[config.mk]
export PLATFORM = sky130hd
export DESIGN_NAME = udc_top
export DESIGN_NICKNAME = d
export VERILOG_FILES = /design/src/verilog/udc_pkg.sv /design/src/verilog/udc_sync.sv /design/src/verilog/udc_core.sv /design/src/verilog/udc_top.sv
export SDC_FILE = /design/constraint.sdc
export NUM_CORES = 1
export LEC_CHECK = 0
export ABC_AREA = 1
export BUFFER_PORTS_ARGS = -buffer_cell sky130_fd_sc_hd__buf_2
export CAP_MARGIN = 20
export CORE_MARGIN = 4
export CORE_UTILIZATION = 32
export DETAILED_ROUTE_END_ITERATION = 16
export PLACE_DENSITY = 0.5
export REMOVE_ABC_BUFFERS = 1
export SETUP_SLACK_MARGIN = 0.05
export SLEW_MARGIN = 20
export SYNTH_ARGS = -nofsm -noshare
export SYNTH_HDL_FRONTEND = slang
export SYNTH_SLANG_ARGS = --single-unit
[constraint.sdc]
create_clock -name mclk_i -period 3.9 [get_ports mclk_i]
set_input_delay 0.39 -clock mclk_i [delete_from_list [all_inputs] [get_ports mclk_i]]
set_output_delay 0.39 -clock mclk_i [all_outputs]
set_load 0.005 [all_outputs]
[src/verilog/udc_pkg.sv]
// shared constants and carriers for the four-bit dual-input up/down counter
`default_nettype none

package udc_pkg;

  // ---------------------------------------------------------------
  // counter geometry and values
  // ---------------------------------------------------------------
  localparam int CNT_W = 4;
  localparam logic [3:0] CNT_ZERO = 4'h0;
  localparam logic [3:0] CNT_MAX = 4'hF;
  localparam logic [3:0] CNT_RST = 4'h0;
  localparam logic [3:0] CNT_STEP = 4'h1;
  localparam int SYNC_STAGES = 3;

  // ---------------------------------------------------------------
  // carriers
  // ---------------------------------------------------------------
  // every pin that the far side drives, in one bundle
  typedef struct packed {
    logic clear;
    logic load_n;
    logic up;
    logic down;
    logic [3:0] data;
  } udc_pins_t;

  // idle levels: count inputs and load high, clear low
  localparam udc_pins_t PINS_RST = '{clear: 1'b0, load_n: 1'b1, up: 1'b1, down: 1'b1,
                                     data: 4'h0};

  // one-cycle count events seen by the core
  typedef struct packed {
    logic up;
    logic down;
  } udc_evt_t;

  // synchroniser state: three stages and the filtered result
  typedef struct packed {
    udc_pins_t s1;
    udc_pins_t s2;
    udc_pins_t s3;
    udc_pins_t filt;
  } udc_sync_st_t;

  // counter core state
  typedef struct packed {
    logic [3:0] cnt;
    logic up_prev;
    logic down_prev;
  } udc_core_st_t;

  localparam udc_core_st_t CORE_RST = '{cnt: 4'h0, up_prev: 1'b1, down_prev: 1'b1};

endpackage

`default_nettype wire

[src/verilog/udc_sync.sv]
// three-stage input synchroniser with agreement filter for all far-side pins
`default_nettype none

module udc_sync (
  input wire logic mclk_i,
  input wire logic rst_i,
  input wire logic ce_i,
  input wire udc_pkg::udc_pins_t pins_i,
  output udc_pkg::udc_pins_t filt_o
);

  udc_pkg::udc_sync_st_t st_reg;
  udc_pkg::udc_sync_st_t st_next;
  udc_pkg::udc_pins_t filt_nx;

  // ---------------------------------------------------------------
  // agreement filter
  // ---------------------------------------------------------------
  // a bit changes only once stages two and three agree; stage one is never read here
  for (genvar i = 0; i < $bits(udc_pkg::udc_pins_t); i++) begin : g_filt
    assign filt_nx[i] = (st_reg.s2[i] == st_reg.s3[i]) ? st_reg.s2[i] : st_reg.filt[i];
  end

  // next state: shift the chain, freeze everything while ce_i is low
  always_comb begin
    st_next = st_reg;
    if (ce_i) begin
      st_next.s1 = pins_i;
      st_next.s2 = st_reg.s1;
      st_next.s3 = st_reg.s2;
      st_next.filt = filt_nx;
    end
  end

  // state register, reset to idle pin levels
  always_ff @(posedge mclk_i or posedge rst_i) begin
    if (rst_i) begin
      st_reg <= '{s1: udc_pkg::PINS_RST, s2: udc_pkg::PINS_RST, s3: udc_pkg::PINS_RST,
                  filt: udc_pkg::PINS_RST};
    end else begin
      st_reg <= st_next;
    end
  end

  assign filt_o = st_reg.filt;

endmodule

`default_nettype wire

[src/verilog/udc_core.sv]
// counter core: edge detection on the count inputs and the four-bit count register
`default_nettype none

module udc_core (
  input wire logic mclk_i,
  input wire logic rst_i,
  input wire logic ce_i,
  input wire udc_pkg::udc_pins_t filt_i,
  output udc_pkg::udc_evt_t evt_o,
  output logic [3:0] cnt_o
);

  udc_pkg::udc_core_st_t st_reg;
  udc_pkg::udc_core_st_t st_next;
  udc_pkg::udc_evt_t evt;

  // ---------------------------------------------------------------
  // edge steering
  // ---------------------------------------------------------------
  // a rising edge counts only while the other input rests high; both rising at once
  // breaks the driver's contract and fires both events; the core takes it as an up step
  always_comb begin
    evt.up = filt_i.up && !st_reg.up_prev && filt_i.down;
    evt.down = filt_i.down && !st_reg.down_prev && filt_i.up;
  end

  // next count: clear, then load, then count edges, else hold
  always_comb begin
    st_next = st_reg;
    if (ce_i) begin
      st_next.up_prev = filt_i.up;
      st_next.down_prev = filt_i.down;
      if (filt_i.clear) begin
        st_next.cnt = udc_pkg::CNT_ZERO;
      end else if (!filt_i.load_n) begin
        st_next.cnt = filt_i.data;
      end else if (evt.up) begin
        st_next.cnt = st_reg.cnt + udc_pkg::CNT_STEP;
      end else if (evt.down) begin
        st_next.cnt = st_reg.cnt - udc_pkg::CNT_STEP;
      end
    end
  end

  // all four bits in one register on one clock: no ripple between bits
  always_ff @(posedge mclk_i or posedge rst_i) begin
    if (rst_i) begin
      st_reg <= udc_pkg::CORE_RST;
    end else begin
      st_reg <= st_next;
    end
  end

  assign cnt_o = st_reg.cnt;
  assign evt_o = evt;

endmodule

`default_nettype wire

[src/verilog/udc_top.sv]
// top of the four-bit dual-input up/down counter: pin overrides, carry and borrow
`default_nettype none

module udc_top (
  input wire logic mclk_i,
  input wire logic rst_i,
  input wire logic ce_i,
  input wire logic count_up_i,
  input wire logic count_down_i,
  input wire logic load_n_i,
  input wire logic async_clear_i,
  input wire logic [3:0] data_i,
  output logic [3:0] q_o,
  output logic carry_out_n_o,
  output logic borrow_out_n_o
);

  udc_pkg::udc_pins_t pins;
  udc_pkg::udc_pins_t filt;
  udc_pkg::udc_evt_t evt;
  logic [3:0] cnt;

  // true while the visible count sits at the given terminal value
  function automatic logic at_value(input logic [3:0] v, input logic [3:0] term);
    at_value = (v == term);
  endfunction

  // ---------------------------------------------------------------
  // input capture
  // ---------------------------------------------------------------
  // every far-side pin is asynchronous to mclk_i and goes through the synchroniser
  always_comb begin
    pins.clear = async_clear_i;
    pins.load_n = load_n_i;
    pins.up = count_up_i;
    pins.down = count_down_i;
    pins.data = data_i;
  end

  udc_sync u_sync (
    .mclk_i(mclk_i),
    .rst_i(rst_i),
    .ce_i(ce_i),
    .pins_i(pins),
    .filt_o(filt)
  );

  udc_core u_core (
    .mclk_i(mclk_i),
    .rst_i(rst_i),
    .ce_i(ce_i),
    .filt_i(filt),
    .evt_o(evt),
    .cnt_o(cnt)
  );

  // ---------------------------------------------------------------
  // output overrides
  // ---------------------------------------------------------------
  // clear and load act on the outputs straight from the pins, so they need no clock;
  // the register catches up five cycles later and agrees by then
  always_comb begin
    if (async_clear_i) begin
      q_o = udc_pkg::CNT_ZERO;
    end else if (!load_n_i) begin
      q_o = data_i;
    end else begin
      q_o = cnt;
    end
  end

  // cascade outputs are pure gating of the count and the raw input level, so a
  // following stage sees the pulse with no register delay
  assign carry_out_n_o = !(at_value(q_o, udc_pkg::CNT_MAX) && !count_up_i);
  assign borrow_out_n_o = !(at_value(q_o, udc_pkg::CNT_ZERO) && !count_down_i);

  logic idle_ctl;
  assign idle_ctl = !filt.clear && filt.load_n;
endmodule

`default_nettype wire

Yosys cells after proc, flatten, opt, wreduce, memory -nomap -nowiden:

Cells that the tools add are included.

* output and inout port bits: 6
* input bits: 11
* logic and storage cells: 66
* register bits after elaboration: 38

* multiplexer cells: 6
* equality and inequality tests: 10
* add/subtract/negate cells: 2
* reduce and logical (&&, ||, !) cells: 22

Operators with widths (count)
* 4-bit 2-to-1 mux: 6
* 2-bit AND reduction: 9
* 1-bit == test: 8
* 1-bit logical AND: 6
* 1-bit logical NOT: 6
* 4-bit by 1-bit adder with 4-bit output (second input constant): 1
* 4-bit == test (second input constant): 1
* 4-bit logical NOT: 1
* 4-bit by 3-bit inequality test with 1-bit output (second input constant): 1
* 4-bit by 1-bit subtractor with 4-bit output (second input constant): 1

Logic depth before layout (Yosys ltp):

Gate-level depths: netlist (run 1).

* word-level depth: 7
* gate-level depth with buffers: 10
* depth with buffers taken out: 10

Cells and area by module:

A second synthesis (run 1) with hierarchy kept.

* cell total of the unflattened synthesis: 272
* area, all modules: 2080.7 um2

By module, submodules not included
* udc_sync: times used 1, area each 1471.4 um2, seq. area each 815.8 um2, cells an instance 176
* udc_core: times used 1, area each 469.2 um2, seq. area each 152.6 um2, cells an instance 64
* udc_top: times used 1, area each 140.1 um2, seq. area each 0.0 um2, cells an instance 32

Worst setup path after synthesis (run 1):

No wires, ideal clock.

* path kind: register to register
* start: register u_sync.st_reg (netlist bit u_sync.filt_o[4])
* end: register u_core.st_reg (netlist bit u_core.cnt_o[3])
* cell stages (with the launch flop): 9
* setup slack: 2332 ps
* data arrival time: 1452 ps
* required time: 3784 ps
* clock period less this slack: 1568 ps
* path buffers: 0
* library setup time: 116 ps
* path through: dfstp_2 nand3_1 ha_1 nand3_1 nor2b_1 nand2_1 nand3_1 nand2_1 nand2_1

* word-level cells in the longest chain between the ends: 4
* elaborated cells between the ends (all ways): 8
* classes of those cells: eq/ne: 1; mux: 3; reduce/logical: 4

Ends and longest elaborated chain
* start: declaration: line udc_sync.sv:12 `udc_pkg::udc_sync_st_t st_reg;`
* start signal: assignment: line udc_sync.sv:38 `st_reg <= '{s1: udc_pkg::PINS_RST, s2: udc_pkg::PINS_RST, s3: udc_pkg::PINS_RST,`
* start signal: assignment: line udc_sync.sv:41 `st_reg <= st_next;`
* 1-bit logical AND, on equally long branches: line udc_core.sv:24, udc_core.sv:23
* 1-bit logical AND / 4-bit 2-to-1 mux (equally long branches): line udc_core.sv:24, udc_core.sv:37
* 4-bit by 3-bit inequality test with 1-bit output (no line) / 4-bit 2-to-1 mux (equally long branches)
* 2-bit AND reduction (no line) / 4-bit 2-to-1 mux (equally long branches)
* end signal: assignment: line udc_core.sv:48 `st_reg <= udc_pkg::CORE_RST;`
* end signal: assignment: line udc_core.sv:50 `st_reg <= st_next;`
* end: declaration: line udc_core.sv:13 `udc_pkg::udc_core_st_t st_reg;`

Several ways; a longest one is shown, not always the timed one.
A chain may end at the register's enable or synchronous reset.

Worst setup path after layout (run 1):

* start: register u_sync.st_reg (netlist bit u_sync.filt_o[5])
* end: register u_core.st_reg (netlist bit u_core.cnt_o[3])

* word-level cells in the longest chain between the ends: 5
* elaborated cells between the ends (all ways): 8
* classes of those cells: eq/ne: 1; mux: 3; reduce/logical: 4

Ends and longest elaborated chain
* 1-bit logical AND (2 in a row): line udc_core.sv:23 `evt.up = filt_i.up && !st_reg.up_prev && filt_i.down;`
* 4-bit 2-to-1 mux: line udc_core.sv:37 `end else if (evt.up) begin`
* 4-bit 2-to-1 mux: line udc_core.sv:35 `end else if (!filt_i.load_n) begin`
* 4-bit 2-to-1 mux: line udc_core.sv:33 `if (filt_i.clear) begin`

Several ways; a longest one is shown, not always the timed one.

==> results.json, run 1 <==
{
  "status": "finished, final reports clean",
  "path_class": "flip-flop to flip-flop",
  "post-route-drc-count": 0,
  "critPathCaptureType": "flip-flop",
  "hp-class": "primary input to asynchronous set/reset pin",
  "first_pass_iters": 4,
  "dp_hpwl_um": 2300,
  "cts_resized": 0,
  "num_antenna_cells": 0,
  "syn2layout_area_growth_pct": 12.1,
  "synth-compound-area-share": 0.0811,
  "grt_setup_unrepaired": "no",
  "crit_arrival_ps": 1890,
  "start_util": 0.339,
  "num-fill-cells": 549,
  "fp.dieW_um": 82.5,
  "p_per_area_mw_per_mm2": 468,
  "clk_latency_ps": 290,
  "synth_fa_ha_area_frac": 0.0254,
  "drv_slew": 0,
  "cts_max_path_buffers": 2,
  "synth_xor_area_frac": 0.00494,
  "relSlewSlack": 0.590,
  "coreArea_mm2": 0.00524,
  "max_freq_mhz": 586,
  "final_hold_viol_count": 0,
  "setup_viol": 0,
  "tns_ps": 0,
  "hold_ws_ps": 153,
  "yosysWarnings": 0,
  "crit_chain": "nand3_1 -> ha_1 -> nand3_1 -> nor2b_1 -> nand2_1 -> nand3_1 -> nand2_1 -> nand2_1",
  "period_share": 0.438,
  "htree_levels": 2,
  "routed_via_density": 4.42,
  "layout_commonest_cell": "nand2_1",
  "multi_input_area_um2": 699,
  "r2r_setup_slack_ps": 2190,
  "die_height_um": 82.5,
  "synth_top_area_frac": 0.339,
  "r2r_cells": 8,
  "skew_ps": 8.01,
  "tightestPinTransition_ps": 615,
  "yosys.area_share.simple": 0.272,
  "first_iter_violations": 48,
  "overflow": 0,
  "grt_pass1_vias": 1337,
  "ys_seq_area_frac": 0.546,
  "grt_max_degree": 37,
  "max_cap_violations": 0,
  "largest_reg_flops": 24,
  "postRouteAntennaNets": 0,
  "rows": 26,
  "synthTopCellsByArea": "dfrtp_1, dfstp_2, nand2_1",
  "ys_ff_latch": 38,
  "synth_area_per_cell_um2": 8.45,
  "required_ps": 4090,
  "mostFrequentLayoutCells": "nand2_1, dfrtp_1, o21ai_0",
  "syn-instance-count": 210,
  "p_leak_uw": 0.000991,
  "register_area_um2": 968,
  "synth_top_family_by_area": "simple AND/OR/NAND/NOR gates",
  "vias": 1317,
  "antenna_found_initial": 0,
  "syn-cell-area_mm2": 0.00177,
  "die-area_mm2": 0.00680,
  "ys_types": 27,
  "crit_fanout": 5,
  "grt_pass1_wl_um": 6020,
  "cpMaxStageDelayCell": "dfstp_2",
  "start_kind": "flip-flop",
  "num_io_pins": 17,
  "synthMuxAreaShare": 0.0113,
  "clkSinkCount": 38,
  "placed_area_mm2": 0.00190,
  "max_stage_delay_ps": 580,
  "wirelength_um": 3280,
  "reg2reg_from": "u_sync.filt_o[5]",
  "portBuffers": 16,
  "nets": 241,
  "period_minus_slack_ps": 1710,
  "globalplace.congestion": 0.706,
  "drive_gt1_frac": 0.215,
  "tritoncts": "done",
  "root_buffer": "clkbuf_8",
  "post_cts_buffers": 0,
  "path_clk_slew_ps": 80,
  "cts_inserted_buffers": 5,
  "fin_area_mm2": 0.00199,
  "vdd_drop_max_v": 0.000217,
  "wl_per_cell_um": 11.0,
  "synth_top_cell_by_area": "dfrtp_1",
  "track_usage": 0.117,
  "hold_buffers": 0,
  "timing.rr.end": "u_core.cnt_o[3]"
}
-- synth_stat cells (all sizes together) --
master	instances
fa	1
nor3	1
nor2b	1
dfrtp	24
a21oi	4
buf	7
mux2i	2
ha	2
inv	14
nand3b	1
nor2	14
o211ai	1
nand4	2
o21ai	21
nand3	9
xor2	1
nand2	91
dfstp	14
-- power by group --
part	internal (µW)	switching, µW
Combinational	63.8	89.8
Clock	143	134
Sequential	458	44.3
-- cell type report --
| type | count | share of cell area |
|---|---|---|
| Timing Repair Buffer | 17 | 0.0440 |
| Inverter | 14 | 0.0277 |
| Clock inverter | 1 | 0.00252 |
| Clock buffer | 7 | 0.0434 |
| Multi-Input combinational cell | 151 | 0.352 |
| Sequential cell | 38 | 0.487 |
| Tap cell | 70 | 0.0440 |
-- worst max-delay path, delay by kind of cell (launching register included) --
family | cells | cell delay, ps
fa+ha+maj | 1 | 380
flops | 1 | 580
simple gates | 7 | 650
-- cell families after synthesis --
| family | count (synthesis) |
|---|---|
| simple gates | 119 |
| flops | 38 |
| compound gates | 26 |
| buf+inv | 21 |
| fa+ha+maj | 3 |
| mux | 2 |
| xor+xnor | 1 |
-- routing by layer --
metal,GRT usage,routed length (µm)
met1,0.158,1710
met4,0.0399,48
met3,0.0325,125
met2,0.181,1390
met5,0,0
-- per-stage QoR --
stage,power (µW),setup WS (ps),utilization,instances
final,932,2190,0.380,298
after CTS,951,2180,0.380,298
after global placement,664,2150,0.362,290
after global routing,1000,2030,0.380,298
after floorplan,612,2330,-,203
after detailed placement,666,2140,0.362,290
-- worst max path at each step --
stage                          start               end
finish              u_sync.filt_o[5]   u_core.cnt_o[3]
global route         u_core.cnt_o[0]    borrow_out_n_o
CTS                 u_sync.filt_o[4]   u_core.cnt_o[3]
detailed placement              ce_i  u_sync.filt_o[1]
global placement                ce_i  u_sync.filt_o[2]
floorplan           u_sync.filt_o[4]   u_core.cnt_o[3]
Note: power is estimated with default switching activity, not from simulation.
==> inputs of run 2 (changes only) <==
ABC_AREA = 0   (was 1)
PLACE_DENSITY = 0.52   (was 0.5)
clock period = 1.5 ns   (was 3.9 ns; I/O delays follow)
==> results.json, run 2 <==
{
  "status": "finished with violations",
  "violations": "negative setup slack",
  "layout_commonest_cell": "mux2_2",
  "first_pass_iters": 4,
  "crit_arrival_ps": 1960,
  "max_cap_violations": 0,
  "clkSinkCount": 38,
  "fin_ws_ps": -269,
  "dp_cells": 235,
  "globalplace.congestion": 0.695,
  "yosysWarnings": 0,
  "overflow": 0,
  "track_usage": 0.109,
  "ys_ff_latch": 38,
  "postRouteAntennaNets": 0,
  "fp.dieW_um": 82.0,
  "p_comb_frac": 0.280,
  "pwr-share-clk": 0.253,
  "hp-start": "data_i[2]",
  "synthArstFlopShare": 1.00,
  "vias": 1157,
  "path_clk_slew_ps": 70,
  "tritoncts": "done",
  "wirelength_um": 3220,
  "crit_chain": "nand3b_1 -> ha_1 -> a21o_1 -> a21oi_2 -> xnor2_1 -> mux2i_1 -> o31ai_1",
  "p_per_area_mw_per_mm2": 1470,
  "synthTopCellsByArea": "dfrtp_1, dfstp_2, mux2_2",
  "reg2reg_from": "u_sync.filt_o[5]",
  "first_iter_violations": 10,
  "max_stage_delay_ps": 530,
  "num_antenna_cells": 0,
  "largest_reg_flops": 24,
  "syn-cell-area_mm2": 0.00175,
  "intPower_uw": 2250,
  "period_share": 1.18,
  "critPathCaptureType": "flip-flop",
  "synth_area_per_cell_um2": 12.1,
  "start_kind": "flip-flop",
  "num_io_pins": 17,
  "hold_depth": 2,
  "hp-class": "primary input to flip-flop",
  "dp_hpwl_um": 2390,
  "p_sw_frac": 0.287,
  "portBuffers": 16,
  "setup_viol": 3,
  "p_switching_uw": 906,
  "register_area_um2": 970,
  "seq_power_share": 0.466,
  "cts_inserted_buffers": 5,
  "yosysMostFrequentCell": "mux2_2",
  "ys_types": 26,
  "max_freq_mhz": 565,
  "tightestPinTransition_ps": 463,
  "crit_fanout": 2,
  "start_util": 0.336,
  "coreArea_mm2": 0.00520,
  "stdcell_count": 245,
  "grt_max_degree": 39,
  "root_buffer": "clkbuf_8",
  "syn-instance-count": 145,
  "antenna_found_initial": 0,
  "grt_pass1_vias": 1233,
  "clk_latency_ps": 280,
  "ys.flop_type": "dfrtp_1",
  "synth_edf_count": 0,
  "die-area_mm2": 0.00672,
  "vdd_drop_max_v": 0.000651,
  "timing.rr.end": "u_core.cnt_o[3]",
  "relSlewSlack": 0.691,
  "final_hold_viol_count": 0,
  "synth_top_cell_by_area": "dfrtp_1",
  "required_ps": 1690,
  "placed_area_mm2": 0.00198,
  "grt_setup_unrepaired": "yes",
  "cts_max_path_buffers": 2,
  "routed_via_density": 4.72,
  "skew_ps": 2.93,
  "cpMaxStageDelayCell": "dfstp_2",
  "drv_slew": 0,
  "ys_seq_area_frac": 0.553,
  "post-route-drc-count": 0,
  "min_to": "u_sync.st_reg[26]",
  "nets": 188,
  "path_class": "flip-flop to flip-flop",
  "syn2layout_area_growth_pct": 22.9,
  "grt_pass1_wl_um": 5590,
  "r2r_cells": 7,
  "p_leak_uw": 0.000910,
  "r2r_setup_slack_ps": -270,
  "tns_ps": -677,
  "period_minus_slack_ps": 1770,
  "netlist_top_cells_count": "mux2_2, dfrtp_1, a21oi_1, dfstp_2, nor2_1",
  "htree_levels": 2,
  "wl_per_cell_um": 13.2,
  "fin_area_mm2": 0.00215,
  "num-fill-cells": 508,
  "drive_gt1_frac": 0.509,
  "rows": 26,
  "die_height_um": 82.0,
  "multi_input_area_um2": 783,
  "synth_top_area_frac": 0.343,
  "mostFrequentLayoutCells": "mux2_2, dfrtp_1, a21oi_1, buf_2, dfstp_2"
}
[run 2: cell types whose count changed after synthesis, moves of 4 or more]
cell and change:
inv_1 -10, o21ai_0 -17, nand2_1 -82, nand3_1 -9, mux2i_1 +4, nand2b_1 +9, mux2_2 +26, a21oi_1 +15
[run 2: cells by family (layout without fill, tap and decap cells)]
family,Yosys count,in the layout,share of synthesized area
flops,38,38,0.553
compound gates,25,25,0.0815
fa+ha+maj,3,3,0.0257
simple gates,36,36,0.0994
mux,32,32,0.202
buf+inv,8,38,0.0236
xor+xnor,3,3,0.0150
[run 2: how the worst max path moves through the flow]
stage,cells past startpoint,endpoint,startpoint
2_1_floorplan,7,u_core.cnt_o[3],u_sync.filt_o[4]
3_5_place_dp,7,u_core.cnt_o[3],u_sync.filt_o[5]
3_3_place_gp,7,u_core.cnt_o[3],u_sync.filt_o[4]
6_report,7,u_core.cnt_o[3],u_sync.filt_o[5]
5_1_grt,7,u_core.cnt_o[3],u_sync.filt_o[5]
4_1_cts,7,u_core.cnt_o[3],u_sync.filt_o[5]
[run 2: repair_timing]
action                     in CTS  in global routing
gates resized for setup         6                  7
buffers inserted                0                  1
hold endpoints to repair       24                  0
hold buffers                    1                  0
pin swaps                       4                  5
setup endpoints to repair       6                  6
[run 2: power groups by stage]
stage	registers (µW)	logic, µW	clock network (µW)
after floorplan	1460	532	0
after global placement	1470	781	0
after detailed placement	1490	818	0
after CTS	1480	864	824
after global routing	1510	990	883
final	1470	885	799
[run 2: layout make-up]
class	instances	share of cell area
flip-flops and latches	38	0.451
clock buffers	8	0.0512
well taps	70	0.0407
repair buffers	29	0.0913
inverters	1	0.00175
multi-input cells	99	0.364
[run 2: per-layer routing]
layer  share of wire  global-route usage
met1            0.45               0.131
met4           0.010              0.0415
met2            0.49               0.174
met5               0                   0
met3           0.045              0.0450
[run 2: metrics by stage]
step | hold WS [ps] | total power (µW) | util | worst slack (ps)
after floorplan | 302 | 2000 | - | -289
after global placement | 280 | 2250 | 0.380 | -220
after detailed placement | 285 | 2310 | 0.380 | -260
after CTS | 114 | 3160 | 0.407 | -291
after global routing | 116 | 3380 | 0.413 | -396
final | 118 | 3160 | 0.413 | -269
[run 2: worst max-delay path: cells and delay by family (launching register included)]
| kind | cells | cell delay (ps) |
|---|---|---|
| xor gates and xnor gates | 1 | 130 |
| and+or+nand+nor | 1 | 110 |
| DFF | 1 | 530 |
| AOI/OAI and AO/OA | 3 | 530 |
| muxes | 1 | 90 |
| adders and majority gates | 1 | 300 |
